[config.mk]
export PLATFORM = sky130hd
export DESIGN_NAME = tristate_address_data_encoder
export DESIGN_NICKNAME = d
export VERILOG_FILES = /design/src/hw/encoder_pkg.sv /design/src/hw/tristate_sampler.sv /design/src/hw/word_buffer.sv /design/src/hw/tristate_address_data_encoder.sv
export SDC_FILE = /design/constraint.sdc
export NUM_CORES = 1
export LEC_CHECK = 0
export BUFFER_PORTS_ARGS = -buffer_cell sky130_fd_sc_hd__buf_2
export CORE_MARGIN = 2
export CORE_UTILIZATION = 40
export CTS_CLUSTER_DIAMETER = 30
export DETAILED_ROUTE_END_ITERATION = 8
export GPL_ROUTABILITY_DRIVEN = 0
export HOLD_SLACK_MARGIN = 0.02
export PLACE_DENSITY = 0.64
export RECOVER_POWER = 100
export SYNTH_ARGS = -nofsm -noshare
export SYNTH_HDL_FRONTEND = slang
export SYNTH_SLANG_ARGS = --single-unit
[constraint.sdc]
create_clock -name mclk -period 9.7 [get_ports mclk]
set_clock_uncertainty 0.15 [all_clocks]
set_input_delay 0.97 -clock mclk [delete_from_list [all_inputs] [get_ports mclk]]
set_output_delay 0.97 -clock mclk [all_outputs]
set_load 0.05 [all_outputs]
[src/hw/encoder_pkg.sv]
// Purpose: Shared constants for the tri-state address/data encoder.
// Assumes: 40 MHz mclk; encoder slot rate derived from the nominal oscillator.
// Notes:   Symbol waveform and framing are a fixed house encoding.
package encoder_pkg;

  // ***************************************************************
  // Clock and timing
  // ***************************************************************
  localparam int CLK_HZ          = 40_000_000;
  localparam int CLK_PERIOD_NS   = 25;
  localparam int ENC_OSC_HZ      = 70_000;
  localparam int SLOT_CYCLES     = CLK_HZ / ENC_OSC_HZ;
  localparam int SETTLE_TIME_NS  = 500;
  localparam int SETTLE_CYCLES   = (SETTLE_TIME_NS + CLK_PERIOD_NS - 1) / CLK_PERIOD_NS;
  localparam int MAX_LAG_MS      = 150;
  localparam int MAX_LAG_CYCLES  = MAX_LAG_MS * (CLK_HZ / 1000);

  // ***************************************************************
  // Word layout and symbol encoding
  // ***************************************************************
  localparam int ADDR_LINES      = 10;
  localparam int DATA_LINES      = 8;
  localparam int SYMBOLS         = ADDR_LINES + DATA_LINES;
  localparam int WORD_BITS       = 2 * SYMBOLS;
  localparam int WORDS_PER_CYCLE = 3;
  localparam int SLOTS_PER_BIT   = 4;
  localparam int ONE_HIGH_SLOTS  = 3;
  localparam int ZERO_HIGH_SLOTS = 1;
  localparam int SYNC_SLOTS      = 36;
  // Trit code is {level with probe low, level with probe high}
  localparam logic [1:0] TRIT_LOW   = 2'h0;
  localparam logic [1:0] TRIT_FLOAT = 2'h1;
  localparam logic [1:0] TRIT_HIGH  = 2'h3;

  // ***************************************************************
  // APB register map
  // ***************************************************************
  localparam logic [11:0] OFS_CTRL       = 12'h000;
  localparam logic [11:0] OFS_STATUS     = 12'h004;
  localparam logic [11:0] OFS_CYCLES     = 12'h008;
  localparam logic [11:0] OFS_ADDR_TRITS = 12'h00C;
  localparam logic [11:0] OFS_DATA_TRITS = 12'h010;
  localparam int          CTRL_SOFT_GATE = 0;
  localparam int          CTRL_HOLD      = 1;
  localparam logic [1:0]  CTRL_RESET     = 2'h0;

endpackage

[src/hw/tristate_sampler.sv]
// Purpose: Classifies each input line as high, low or floating.
// Assumes: A weak pull on every line follows probe; driven lines ignore it.
// Notes:   A line that tracks the probe in both phases is floating.
`timescale 1ns/1ps
module tristate_sampler #(
  parameter int LINES  = encoder_pkg::SYMBOLS,
  parameter int SETTLE = encoder_pkg::SETTLE_CYCLES
) (
  input  wire logic               mclk,
  input  wire logic               reset,
  input  wire logic               start,
  input  wire logic [LINES-1:0]   lines_in,
  output logic                    probe,
  output logic                    done,
  output logic [2*LINES-1:0]      trits
);

  typedef enum logic [1:0] {PH_IDLE, PH_HIGH, PH_LOW} probe_phase_t;

  probe_phase_t       phase_q;
  logic [15:0]        cnt_q;
  logic [LINES-1:0]   high_q;
  logic               settled;

  assign settled = (cnt_q == 16'(SETTLE - 1));

  always_ff @(posedge mclk or posedge reset)
  begin
    if (reset)
    begin
      phase_q <= PH_IDLE;
      cnt_q   <= 16'h0000;
      probe   <= 1'b0;
      done    <= 1'b0;
      high_q  <= '0;
      trits   <= '0;
    end
    else
    begin
      done <= 1'b0;
      cnt_q <= settled ? 16'h0000 : cnt_q + 16'h0001;
      unique case (phase_q)
        PH_IDLE:
        begin
          cnt_q <= 16'h0000;
          if (start)
          begin
            phase_q <= PH_HIGH;
            probe   <= 1'b1;
          end
        end
        PH_HIGH:
          if (settled)
          begin
            high_q  <= lines_in;
            probe   <= 1'b0;
            phase_q <= PH_LOW;
          end
        PH_LOW:
          if (settled)
          begin
            for (int i = 0; i < LINES; i++)
              trits[2*i +: 2] <= {lines_in[i], high_q[i]}; // RULE5
            done    <= 1'b1;
            phase_q <= PH_IDLE;
          end
      endcase
    end
  end
endmodule

[src/hw/word_buffer.sv]
// Purpose: Small valid/ready buffer between word builder and serializer.
// Assumes: Single clock; depth is a power of two.
// Notes:   Full and empty are exact, so a stalled drain blocks the producer.
`timescale 1ns/1ps
module word_buffer #(
  parameter int WIDTH = encoder_pkg::WORD_BITS,
  parameter int DEPTH = 2
) (
  input  wire logic             mclk,
  input  wire logic             reset,
  input  wire logic             in_valid,
  output logic                  in_ready,
  input  wire logic [WIDTH-1:0] in_data,
  output logic                  out_valid,
  input  wire logic             out_ready,
  output logic [WIDTH-1:0]      out_data
);

  localparam int AW = $clog2(DEPTH);

  logic [WIDTH-1:0] mem [DEPTH];
  logic [AW-1:0]    wr_q;
  logic [AW-1:0]    rd_q;
  logic [AW:0]      count_q;
  logic             push;
  logic             pop;

  assign in_ready  = (count_q != (AW+1)'(DEPTH));
  assign out_valid = (count_q != '0);
  assign out_data  = mem[rd_q];
  assign push      = in_valid && in_ready;
  assign pop       = out_valid && out_ready;

  always_ff @(posedge mclk)
  begin
    if (push)
      mem[wr_q] <= in_data;
  end

  always_ff @(posedge mclk or posedge reset)
  begin
    if (reset)
    begin
      wr_q    <= '0;
      rd_q    <= '0;
      count_q <= '0;
    end
    else
    begin
      if (push)
        wr_q <= wr_q + 1'b1;
      if (pop)
        rd_q <= rd_q + 1'b1;
      count_q <= count_q + (AW+1)'(push) - (AW+1)'(pop);
    end
  end

endmodule

[src/hw/tristate_address_data_encoder.sv]
// Purpose: Tri-state address/data encoder that keys a transmitter.
// Assumes: Inputs synchronous to mclk; APB slave with one wait state.
// Notes:   Power loss is modelled by reset; rf_output is the keying stream.
// Behaviour
// RULE1: Gate high samples address and data, one cycle sends the word three times.
// RULE2: While the gate stays high a new three-word cycle follows at once.
// RULE3: Gate falling mid-cycle lets the cycle finish, then sending stops.
// RULE4: Word carries ten address then eight data symbols, line zero first.
// RULE5: Each input is classified as driven high, driven low or floating.
// RULE6: Receiver takes a floating data symbol as low.
// RULE7: Data lines are captured when the gate rises and those values sent.
// RULE8: Data lines are sampled again at the start of each cycle.
// RULE9: A data change shows only from the next cycle, within 150 ms.
// RULE10: Receiver accepts only when every address symbol matches exactly.
// RULE11: On address mismatch the receiver keeps its outputs unchanged.
// RULE12: On a match the receiver reproduces the sent data states.
// RULE13: Sending goes on until gate is low or power is removed.
// RULE14: The packet leaves as one serial bit stream keying the carrier.
// RULE15: Gate tied high starts sending right after power-up.
// RULE16: Symbol waveform and framing follow one fixed shared encoding.
//
// Decided for this implementation: the register offsets and the APB slave port.
`timescale 1ns/1ps
module tristate_address_data_encoder #(
  parameter int SLOT_DIV   = encoder_pkg::SLOT_CYCLES,
  parameter int LAG_CYCLES = encoder_pkg::MAX_LAG_CYCLES,
  parameter int SETTLE     = encoder_pkg::SETTLE_CYCLES
) (
  input  wire logic                               mclk,
  input  wire logic                               reset,
  input  wire logic                               send_gate,
  input  wire logic [encoder_pkg::ADDR_LINES-1:0] code_select_lines,
  input  wire logic [encoder_pkg::DATA_LINES-1:0] payload_inputs,
  output logic                                    pull_probe,
  output logic                                    rf_output,
  input  wire logic                               psel,
  input  wire logic                               penable,
  input  wire logic                               pwrite,
  input  wire logic [11:0]                        paddr,
  input  wire logic [31:0]                        pwdata,
  output logic [31:0]                             prdata,
  output logic                                    pready,
  output logic                                    pslverr
);

  localparam int NW = encoder_pkg::WORD_BITS;
  localparam int NS = encoder_pkg::SYMBOLS;
  typedef enum logic [1:0] {ST_IDLE, ST_SAMPLE, ST_LOAD, ST_SEND} cycle_state_t;
  // ***************************************************************
  // Helpers
  // ***************************************************************
  // Puts symbol i at bits 2i and 2i+1, probe-low reading first on air
  function automatic logic [NW-1:0] trits_to_word(input logic [NW-1:0] t);
    logic [NW-1:0] w;
    w = '0;
    for (int i = 0; i < NS; i++)
      w[2*i +: 2] = {t[2*i], t[2*i+1]};
    return w;
  endfunction

  function automatic logic is_reg(input logic [11:0] a, input logic [11:0] ofs);
    return a == ofs;
  endfunction

  // ***************************************************************
  // Declarations
  // ***************************************************************
  cycle_state_t     state_q;
  logic [1:0]       pushes_q;
  logic [1:0]       words_done_q;
  logic [NW-1:0]    trits_q;
  logic [NW-1:0]    samp_trits;
  logic             samp_done;
  logic             samp_start;
  logic             gate_eff;
  logic             cycle_end;
  logic [1:0]       ctrl_q;
  logic [31:0]      cycles_q;
  logic [31:0]      lag_cnt_q;
  logic             buf_in_valid;
  logic             buf_in_ready;
  logic             buf_out_valid;
  logic             buf_out_ready;
  logic [NW-1:0]    buf_out_data;
  logic             ser_busy_q;
  logic             in_sync_q;
  logic [5:0]       sync_q;
  logic [5:0]       bit_idx_q;
  logic [1:0]       slot_q;
  logic [15:0]      div_q;
  logic             slot_tick;
  logic             word_done;
  logic [NW-1:0]    cur_word_q;
  logic             cur_bit;
  logic             apb_access;
  logic             apb_commit;
  logic             addr_ok;
  logic [31:0]      rd_mux;
  assign gate_eff   = send_gate || ctrl_q[encoder_pkg::CTRL_SOFT_GATE];
  assign samp_start = (state_q == ST_IDLE && gate_eff) ||
                      (state_q == ST_SEND && cycle_end && gate_eff);
  assign cycle_end  = word_done && words_done_q == 2'(encoder_pkg::WORDS_PER_CYCLE - 1);

  // ***************************************************************
  // Input classification
  // ***************************************************************
  tristate_sampler #(
    .LINES  (NS),
    .SETTLE (SETTLE)
  ) u_sampler (
    .mclk     (mclk),
    .reset    (reset),
    .start    (samp_start),
    .lines_in ({payload_inputs, code_select_lines}),
    .probe    (pull_probe),
    .done     (samp_done),
    .trits    (samp_trits)
  );

  // ***************************************************************
  // Cycle sequencer
  // ***************************************************************
  // Reset leaves ST_IDLE, so a gate tied high starts a cycle at once
  always_ff @(posedge mclk or posedge reset)
  begin
    if (reset)
    begin
      state_q  <= ST_IDLE;
      pushes_q <= 2'h0;
      trits_q  <= '0;
    end
    else
    begin
      unique case (state_q)
        ST_IDLE:
          if (gate_eff)
            state_q <= ST_SAMPLE; // RULE1 RULE7 RULE15
        ST_SAMPLE:
          if (samp_done)
          begin
            trits_q  <= samp_trits; // RULE7 RULE8 RULE9
            pushes_q <= 2'h0;
            state_q  <= ST_LOAD;
          end
        ST_LOAD:
          if (buf_in_ready)
          begin
            pushes_q <= pushes_q + 2'h1;
            if (pushes_q == 2'(encoder_pkg::WORDS_PER_CYCLE - 1))
              state_q <= ST_SEND; // RULE1
          end
        ST_SEND:
          if (cycle_end)
            state_q <= gate_eff ? ST_SAMPLE : ST_IDLE; // RULE2 RULE3 RULE13
      endcase
    end
  end

  assign buf_in_valid = (state_q == ST_LOAD);
  // Counts finished words so the cycle always closes after the third
  always_ff @(posedge mclk or posedge reset)
  begin
    if (reset)
      words_done_q <= 2'h0;
    else if (cycle_end)
      words_done_q <= 2'h0;
    else if (word_done)
      words_done_q <= words_done_q + 2'h1;
  end

  // Length of the running cycle, bounds the data-to-air lag
  always_ff @(posedge mclk or posedge reset)
  begin
    if (reset)
    begin
      lag_cnt_q <= 32'h0000_0000;
      cycles_q  <= 32'h0000_0000;
    end
    else
    begin
      if (samp_start || state_q == ST_IDLE)
        lag_cnt_q <= 32'h0000_0000;
      else
        lag_cnt_q <= lag_cnt_q + 32'h0000_0001;
      if (cycle_end)
        cycles_q <= cycles_q + 32'h0000_0001;
    end
  end

  // ***************************************************************
  // Word buffer
  // ***************************************************************
  word_buffer #(
    .WIDTH (NW),
    .DEPTH (2)
  ) u_buffer (
    .mclk      (mclk),
    .reset     (reset),
    .in_valid  (buf_in_valid),
    .in_ready  (buf_in_ready),
    .in_data   (trits_to_word(trits_q)), // RULE4
    .out_valid (buf_out_valid),
    .out_ready (buf_out_ready),
    .out_data  (buf_out_data)
  );

  // Hold stalls the serializer between words; the buffer then fills
  assign buf_out_ready = !ser_busy_q && !ctrl_q[encoder_pkg::CTRL_HOLD];

  // ***************************************************************
  // Serializer
  // ***************************************************************
  assign slot_tick = ser_busy_q && (div_q == 16'(SLOT_DIV - 1));
  assign word_done = slot_tick && !in_sync_q &&
                     slot_q == 2'(encoder_pkg::SLOTS_PER_BIT - 1) &&
                     bit_idx_q == 6'(NW - 1);
  assign cur_bit   = cur_word_q[bit_idx_q];
  always_ff @(posedge mclk or posedge reset)
  begin
    if (reset)
      div_q <= 16'h0000;
    else if (!ser_busy_q || slot_tick)
      div_q <= 16'h0000;
    else
      div_q <= div_q + 16'h0001;
  end

  always_ff @(posedge mclk or posedge reset)
  begin
    if (reset)
    begin
      ser_busy_q <= 1'b0;
      in_sync_q  <= 1'b0;
      sync_q     <= 6'h00;
      bit_idx_q  <= 6'h00;
      slot_q     <= 2'h0;
      cur_word_q <= '0;
    end
    else if (!ser_busy_q)
    begin
      if (buf_out_valid && buf_out_ready)
      begin
        cur_word_q <= buf_out_data;
        ser_busy_q <= 1'b1;
        in_sync_q  <= 1'b1;
        sync_q     <= 6'h00;
        bit_idx_q  <= 6'h00;
        slot_q     <= 2'h0;
      end
    end
    else if (slot_tick)
    begin
      if (in_sync_q)
      begin
        if (sync_q == 6'(encoder_pkg::SYNC_SLOTS - 1))
          in_sync_q <= 1'b0; // RULE16
        else
          sync_q <= sync_q + 6'h01;
      end
      else if (slot_q == 2'(encoder_pkg::SLOTS_PER_BIT - 1))
      begin
        slot_q <= 2'h0;
        if (bit_idx_q == 6'(NW - 1))
          ser_busy_q <= 1'b0; // RULE4
        else
          bit_idx_q <= bit_idx_q + 6'h01;
      end
      else
        slot_q <= slot_q + 2'h1;
    end
  end

  // Pulse-width coded bit: wide high for one, narrow high for zero
  always_ff @(posedge mclk or posedge reset)
  begin
    if (reset)
      rf_output <= 1'b0;
    else
      rf_output <= ser_busy_q && !in_sync_q &&
                   (slot_q < (cur_bit ? 2'(encoder_pkg::ONE_HIGH_SLOTS)
                                      : 2'(encoder_pkg::ZERO_HIGH_SLOTS))); // RULE14 RULE16
  end

  // ***************************************************************
  // APB slave
  // ***************************************************************
  // One wait state: pready rises in the second access cycle
  assign apb_access = psel && penable;
  assign apb_commit = apb_access && pready;
  assign addr_ok    = is_reg(paddr, encoder_pkg::OFS_CTRL) ||
                      is_reg(paddr, encoder_pkg::OFS_STATUS) ||
                      is_reg(paddr, encoder_pkg::OFS_CYCLES) ||
                      is_reg(paddr, encoder_pkg::OFS_ADDR_TRITS) ||
                      is_reg(paddr, encoder_pkg::OFS_DATA_TRITS);
  always_comb
  begin
    rd_mux = 32'h0000_0000;
    if (is_reg(paddr, encoder_pkg::OFS_CTRL))
      rd_mux = {30'h0, ctrl_q};
    else if (is_reg(paddr, encoder_pkg::OFS_STATUS))
      rd_mux = {26'h0, buf_out_valid, words_done_q, ser_busy_q, rf_output,
                state_q != ST_IDLE};
    else if (is_reg(paddr, encoder_pkg::OFS_CYCLES))
      rd_mux = cycles_q;
    else if (is_reg(paddr, encoder_pkg::OFS_ADDR_TRITS))
      rd_mux = {12'h000, trits_q[2*encoder_pkg::ADDR_LINES-1:0]};
    else if (is_reg(paddr, encoder_pkg::OFS_DATA_TRITS))
      rd_mux = {16'h0000, trits_q[NW-1:2*encoder_pkg::ADDR_LINES]};
  end

  always_ff @(posedge mclk or posedge reset)
  begin
    if (reset)
    begin
      pready  <= 1'b0;
      pslverr <= 1'b0;
      prdata  <= 32'h0000_0000;
    end
    else
    begin
      pready  <= apb_access && !pready;
      pslverr <= apb_access && !pready && !addr_ok;
      prdata  <= (apb_access && !pready && !pwrite) ? rd_mux : 32'h0000_0000;
    end
  end

  always_ff @(posedge mclk or posedge reset)
  begin
    if (reset)
      ctrl_q <= encoder_pkg::CTRL_RESET;
    else if (apb_commit && pwrite && is_reg(paddr, encoder_pkg::OFS_CTRL))
      ctrl_q <= pwdata[1:0];
  end
endmodule

# Word level (Yosys, flattened, before mapping)
# Memory sizes are Yosys's and may differ from the RTL's. A register that Yosys moved wholly into a read port is not among the register bits.
# Index checks and enable logic that the tools add are counted.
# op_classes
addsub	12
order_cmp	2
eq_ne	31
n_mux	61
bitwise	1
n_reduce_logical	54
# ops
op	count
two-way mux 32 bit	4
two-way mux 16 bit	4
two-way mux 6 bit	10
two-way mux 2 bit	18
adder 16 x 1 -> 16 bit, second input constant	2
adder 32 x 1 -> 32 bit, second input constant	1
== test 12 x 4 -> 1 bit, second input constant	2
logical AND 1 bit	20
two-way mux 20 bit	1
two-way mux 1 bit	19
inequality test 2 bit, second input constant	9
== test 16 x 10 -> 1 bit, second input constant	1
== test 16 x 5 -> 1 bit, second input constant	1
adder 6 x 1 -> 6 bit, second input constant	2
== test 12 x 3 -> 1 bit, second input constant	1
== test 12 x 5 -> 1 bit, second input constant	1
== test 2 bit, second input constant	6
== test 6 bit, second input constant	2
logical NOT 12 bit	1
inequality test 2 x 1 -> 1 bit, second input constant	6
AND reduction 3 bit	4
nonzero test 2 bit	6
AND reduction 2 bit	5
AND reduction 5 bit	2
other kinds (17)	33
# word_totals
regBits	221
mem_bits_rw	72
in_bits	68
out_inout_bits	36
n_memories	1
# memory_table
memory	depth	width	rd	rd_clocked_by_memory_dff	write_ports	line_no	rtl
u_buffer.mem	2	36	1	1	1	word_buffer.sv:21	logic [WIDTH-1:0] mem [DEPTH];

# Depth between registers and ports, before layout
# depth
ltp_word	11
mapped_depth	10

# Cells and area by module
# From an unflattened synthesis, not the netlist that was laid out.
# hier_totals
cells_unflattened	1126
area_unflattened_um2	14202.4
# by_module_without_submodules
module	n_inst	cells_each	area_each_um2	seq_area_each_um2
tristate_address_data_encoder	1	772	8170.3	4479.3
tristate_sampler	1	219	3200.6	1851.8
word_buffer	1	135	2831.5	2262.2

# Worst setup path before layout
# No wires, ideal clock.
# synth_timing
kind	register to register
from	register state_q[0]
to	memory u_buffer.mem[0][0] (netlist name) (enable)
setup_time_ns	0.429
arrival_time_ns	2.305
required_ns	9.121
setup_slack_ns	6.816
path_stages_with_launch	5
path_cell_list	dfrtp_1 inv_1 ha_1 nand2_1 nor2_1
# synth_between
elab_chain_cells	4
# synth_lines
element	line_no	rtl
start, declared	tristate_address_data_encoder.sv:68	cycle_state_t state_q;
start signal, assigned	tristate_address_data_encoder.sv:154	state_q <= gate_eff ? ST_SAMPLE : ST_IDLE;
== test 2 bit	tristate_address_data_encoder.sv:159	assign buf_in_valid = (state_q == ST_LOAD);
logical AND 1 bit	word_buffer.sv:31	assign push = in_valid && in_ready;
two-way mux 1 bit	word_buffer.sv:36	if (push)
two-way mux 1 bit (not written as such)	word_buffer.sv:37	mem[wr_q] <= in_data;
end, declared	word_buffer.sv:21	
# No other way between the ends.

# Final worst setup path
# layout_timing
from	register ser_busy_q
to	register u_buffer.count_q[1]
# layout_between
elab_chain_cells	4
# layout_lines
element	line_no	rtl
start, declared	tristate_address_data_encoder.sv:85	logic ser_busy_q;
start signal, assigned	tristate_address_data_encoder.sv:232	ser_busy_q <= 1'b0;
start signal, assigned	tristate_address_data_encoder.sv:244	ser_busy_q <= 1'b1;
start signal, assigned	tristate_address_data_encoder.sv:264	ser_busy_q <= 1'b0;
logical NOT 1 bit	-	
logical AND 1 bit	tristate_address_data_encoder.sv:208	assign buf_out_ready = !ser_busy_q && !ctrl_q[encoder_pkg::CTRL_HOLD];
logical AND 1 bit	word_buffer.sv:32	assign pop = out_valid && out_ready;
subtractor 2 x 1 -> 2 bit	word_buffer.sv:54	count_q <= count_q + (AW+1)'(push) - (AW+1)'(pop);
end signal, assigned	word_buffer.sv:54	
end, declared	word_buffer.sv:24	logic [AW:0] count_q;
# No other way between the ends.
# A chain may end at the register's enable or synchronous reset.

==> results.rst <==
.. list-table::
   :header-rows: 1

   * - Metric
     - Value
   * - Die height
     - about 190 um
   * - Synth Instances
     - between 1,000 and 1,500
   * - Worst voltage drop across the vdd grid
     - between 0.00015 and 0.0002 V
   * - First-pass GRT wire length
     - around 50,000 um
   * - Fin worst setup slack
     - between 4000 and 5000 ps
   * - Synth warn
     - 0
   * - Number of clock buffers inserted by TritonCTS
     - 74
   * - Clock root buffer
     - sky130_fd_sc_hd__clkbuf_16
   * - CTS tree
     - done
   * - Filler-free cell count of the finished design
     - 1,726
   * - Layout Area Growth over Synthesis
     - 24.63%
   * - Final net count
     - about 1,300
   * - Setup TNS Final
     - 0 ps
   * - Wire length on met3
     - between 1500 and 2000 um
   * - Post-cts hold buffer count
     - 0
   * - First-pass DRT Iterations
     - 5
   * - Hold WC Path Type
     - flip-flop to flip-flop
   * - Vias in the first global route
     - about 9,100
   * - Final routed DRC violation total
     - 0
   * - Worst relative slew slack
     - -195.9%
   * - Placed Area
     - about 15,000 um^2
   * - Cell accounting for the most synthesized area
     - sky130_fd_sc_hd__dfrtp_1
   * - Initial DRC Count
     - ~620
   * - Number of distinct library cell variants in the gate-level netlist after synthesis
     - 52
   * - Final Total Pwr
     - 5.104 mW
   * - DP HPWL
     - 18,830 um
   * - Ratio of cells with drive above 1 in the final layout
     - around 22%
   * - Avg WL per Cell
     - around 17 um
   * - Final core utilization
     - approximately 50%
   * - Sum of overflow across all layers after global routing
     - 0
   * - Share of the synthesized area in the top cell type
     - 46.10%
   * - Wirelength, routed
     - around 30,000 um
   * - Pin count of the biggest net entering global routing
     - a little over 100
   * - Latest clock arrival within the worst-skew pair
     - ~580 ps
   * - Via total after detailed routing
     - around 9,000
   * - Clock slew seen by the registers of the worst setup and hold paths
     - 50 ps
   * - Fillcell total
     - approximately 3,000
   * - Critical path launch point type
     - flip-flop
   * - Mean cell area of the mapped netlist
     - about 13 um^2
   * - H-tree levels
     - 3
   * - Total of flip-flops plus latches after synthesis
     - between 300 and 400
   * - Global-route total usage across every layer
     - approximately 17%
   * - Pre-CTS worst setup slack
     - 6290 ps
   * - Mapped Area
     - about 14,000 um^2
   * - Number of cell rows
     - 68
   * - Kind of end point of the critical path
     - flip-flop
   * - Metal1 wirelength
     - 13,350 um
   * - Final-report hold violation count
     - 0
   * - Violated checks
     - capacitance limit, slew limit
   * - Maximum clock frequency
     - around 190 MHz
   * - Data required, critical path
     - about 10,000 ps
   * - Synth area leaders
     - sky130_fd_sc_hd__dfrtp_1 46%, sky130_fd_sc_hd__edfxtp_1 15%, sky130_fd_sc_hd__mux2_2 7.7%
   * - Primary flip-flop cell chosen by synthesis mapping
     - sky130_fd_sc_hd__dfrtp_1
   * - Unrepaired setup endpoints after global routing
     - no
   * - Number of nets in the synthesized netlist
     - around 1,200
   * - Detailed-routed wire length on met2
     - about 14,000 um
   * - Setup violations, final
     - 0
   * - Crit share post-route
     - between 50% and 60%
   * - Die span in x
     - around 190 um
   * - Number of sinks on the clock net
     - about 330
   * - Final period demand of the worst path
     - approximately 5200 ps
   * - P per Cell Area
     - approximately 290 nW/um^2
   * - Clock buffer depth
     - 3
   * - Placed cell count
     - around 1,600
   * - Critical setup path kind
     - flip-flop to flip-flop
   * - Minimum hold slack
     - between 300 and 400 ps
   * - Critical path fanouts, max
     - slightly above 80
   * - Register area share after synthesis
     - 61.60%
   * - Share of synthesized registers carrying an async set or reset
     - about four fifths
   * - Final design instance area without fill
     - about 17,000 um^2
   * - Area of the core region
     - 34,460 um^2
   * - Post-CTS setup buffers
     - 0
   * - Via-per-instance ratio
     - approximately 5
   * - Number of antenna violations at the first check in global routing
     - 2
   * - Number of max-cap violations
     - 8
   * - Critical Path AT
     - 5560 ps
   * - Floorplan die area
     - roughly 36,000 um^2
   * - Effective utilization at floorplan
     - 40.48%
   * - Most used cells in the layout excluding fill and tap cells
     - 256 x sky130_fd_sc_hd__dfrtp_1, 94 x sky130_fd_sc_hd__mux2_2, 77 x sky130_fd_sc_hd__nand2_1, 76 x sky130_fd_sc_hd__clkbuf_16, 72 x sky130_fd_sc_hd__edfxtp_1
   * - I/O pin count
     - 104
   * - Top Layer Used
     - met4
   * - Run status
     - finished with violations
   * - P_leak
     - roughly 7.6 nW
   * - Slew of the pin with the lowest slew margin
     - about 4400 ps
   * - Number of max-slew violations in the final report
     - between 300 and 400
   * - Number of enable flip-flop cells after synthesis
     - 72
   * - Gates resized, CTS repair
     - 0
   * - Residual antenna-violating net count after detailed routing
     - 0
   * - Port Buffers
     - 73
   * - Commonest non-fill, non-tap cell in the layout
     - sky130_fd_sc_hd__dfrtp_1
-- per-layer routing --
layer / GRT usage [%] / vias to the layer above
met1: 22.61 / 4369
met4: 8.169 / 0
met3: 4.104 / 68
li1: - / 4203
met5: 0 / -
met2: 27.26 / 209
-- sequential cells by signal, summed over array words and instances (netlist names), 2 cells and up --
register	flops
pushes_q	2
div_q	16
prdata	32
bit_idx_q	6
u_sampler.trits	36
ctrl_q	2
trits_q	36
state_q	2
u_buffer.count_q	2
sync_q	6
u_sampler.phase_q	2
words_done_q	2
slot_q	2
cycles_q	32
u_sampler.high_q	18
u_buffer.mem	72
cur_word_q	36
u_sampler.cnt_q	16
-- worst max-delay path, cell delays in order, from the launching register on --
cell	delay (ps)
sky130_fd_sc_hd__dfrtp_1	630
sky130_fd_sc_hd__or3_2	200
sky130_fd_sc_hd__clkbuf_1	2160
sky130_fd_sc_hd__inv_1	890
sky130_fd_sc_hd__ha_1	590
sky130_fd_sc_hd__inv_1	40
sky130_fd_sc_hd__ha_1	180
sky130_fd_sc_hd__xnor2_1	160
sky130_fd_sc_hd__xnor2_1	140
-- power breakdown --
part | internal (mW) | switching, mW | leakage (nW) | total, mW
combinational | 0.253 | 0.356 | 2.24 | 0.609
sequential | 1.69 | 0.158 | 4.03 | 1.85
clock | 1.81 | 0.831 | 1.29 | 2.64
-- kinds of logic after synthesis --
| logic type | synth area share (%) |
|---|---|
| simple gates | 12.72 |
| flops | 61.60 |
| mux | 13.10 |
| compound gates | 4.933 |
| buf+inv | 2.009 |
| xor+xnor | 4.018 |
| fa+ha+maj | 1.615 |
-- synthesized netlist by cell type (3+ instances only) --
library cell / n
sky130_fd_sc_hd__nor2b_1: 11
sky130_fd_sc_hd__ha_1: 18
sky130_fd_sc_hd__and4_1: 11
sky130_fd_sc_hd__mux4_2: 7
sky130_fd_sc_hd__clkbuf_1: 33
sky130_fd_sc_hd__nand2_1: 77
sky130_fd_sc_hd__dfrtp_1: 257
sky130_fd_sc_hd__or3_1: 9
sky130_fd_sc_hd__nor3b_1: 4
sky130_fd_sc_hd__mux2i_1: 60
sky130_fd_sc_hd__nand4_1: 18
sky130_fd_sc_hd__buf_1: 6
sky130_fd_sc_hd__a2bb2oi_1: 11
sky130_fd_sc_hd__and3_1: 16
sky130_fd_sc_hd__o211ai_1: 3
sky130_fd_sc_hd__o21ai_0: 63
sky130_fd_sc_hd__nand3_1: 36
sky130_fd_sc_hd__and2_1: 10
sky130_fd_sc_hd__edfxtp_1: 72
sky130_fd_sc_hd__buf_2: 5
sky130_fd_sc_hd__nor4_1: 12
sky130_fd_sc_hd__a21oi_1: 28
sky130_fd_sc_hd__or4_1: 4
sky130_fd_sc_hd__nor3_1: 30
sky130_fd_sc_hd__nor2_1: 71
sky130_fd_sc_hd__xnor2_1: 40
sky130_fd_sc_hd__inv_1: 29
sky130_fd_sc_hd__a211oi_1: 4
sky130_fd_sc_hd__mux2_2: 95
sky130_fd_sc_hd__nand2b_1: 5
sky130_fd_sc_hd__xor2_1: 24
-- final cells by class --
cell class | instances | area (um^2) | share of cell area, %
flip-flops and latches | 329 | 8594 | 49.44
multi-input cells | 695 | 5049 | 29.04
clock buffers | 92 | 2052 | 11.80
clock inverters | 45 | 653.1 | 3.757
well taps | 455 | 569.3 | 3.275
repair buffers | 80 | 355.3 | 2.044
inverters | 29 | 110.1 | 0.6333
diodes | 1 | 2.502 | 0.01439
-- worst paths after layout --
path / depth (start not counted) / slack [ps] / to / from
worst max-delay path: 8 / 4480 / u_buffer.count_q[1] / ser_busy_q
worst min-delay path: 1 / 310 / cycles_q[31] / cycles_q[31]
max in group asynchronous: 3 / 5330 / u_buffer.rd_q / reset
min in group asynchronous: 2 / 1560 / prdata[16] / reset
worst max register to register: 8 / 4480 / u_buffer.count_q[1] / ser_busy_q
worst min register to register: 1 / 310 / cycles_q[31] / cycles_q[31]
Note: power is estimated with default switching activity, not from simulation.
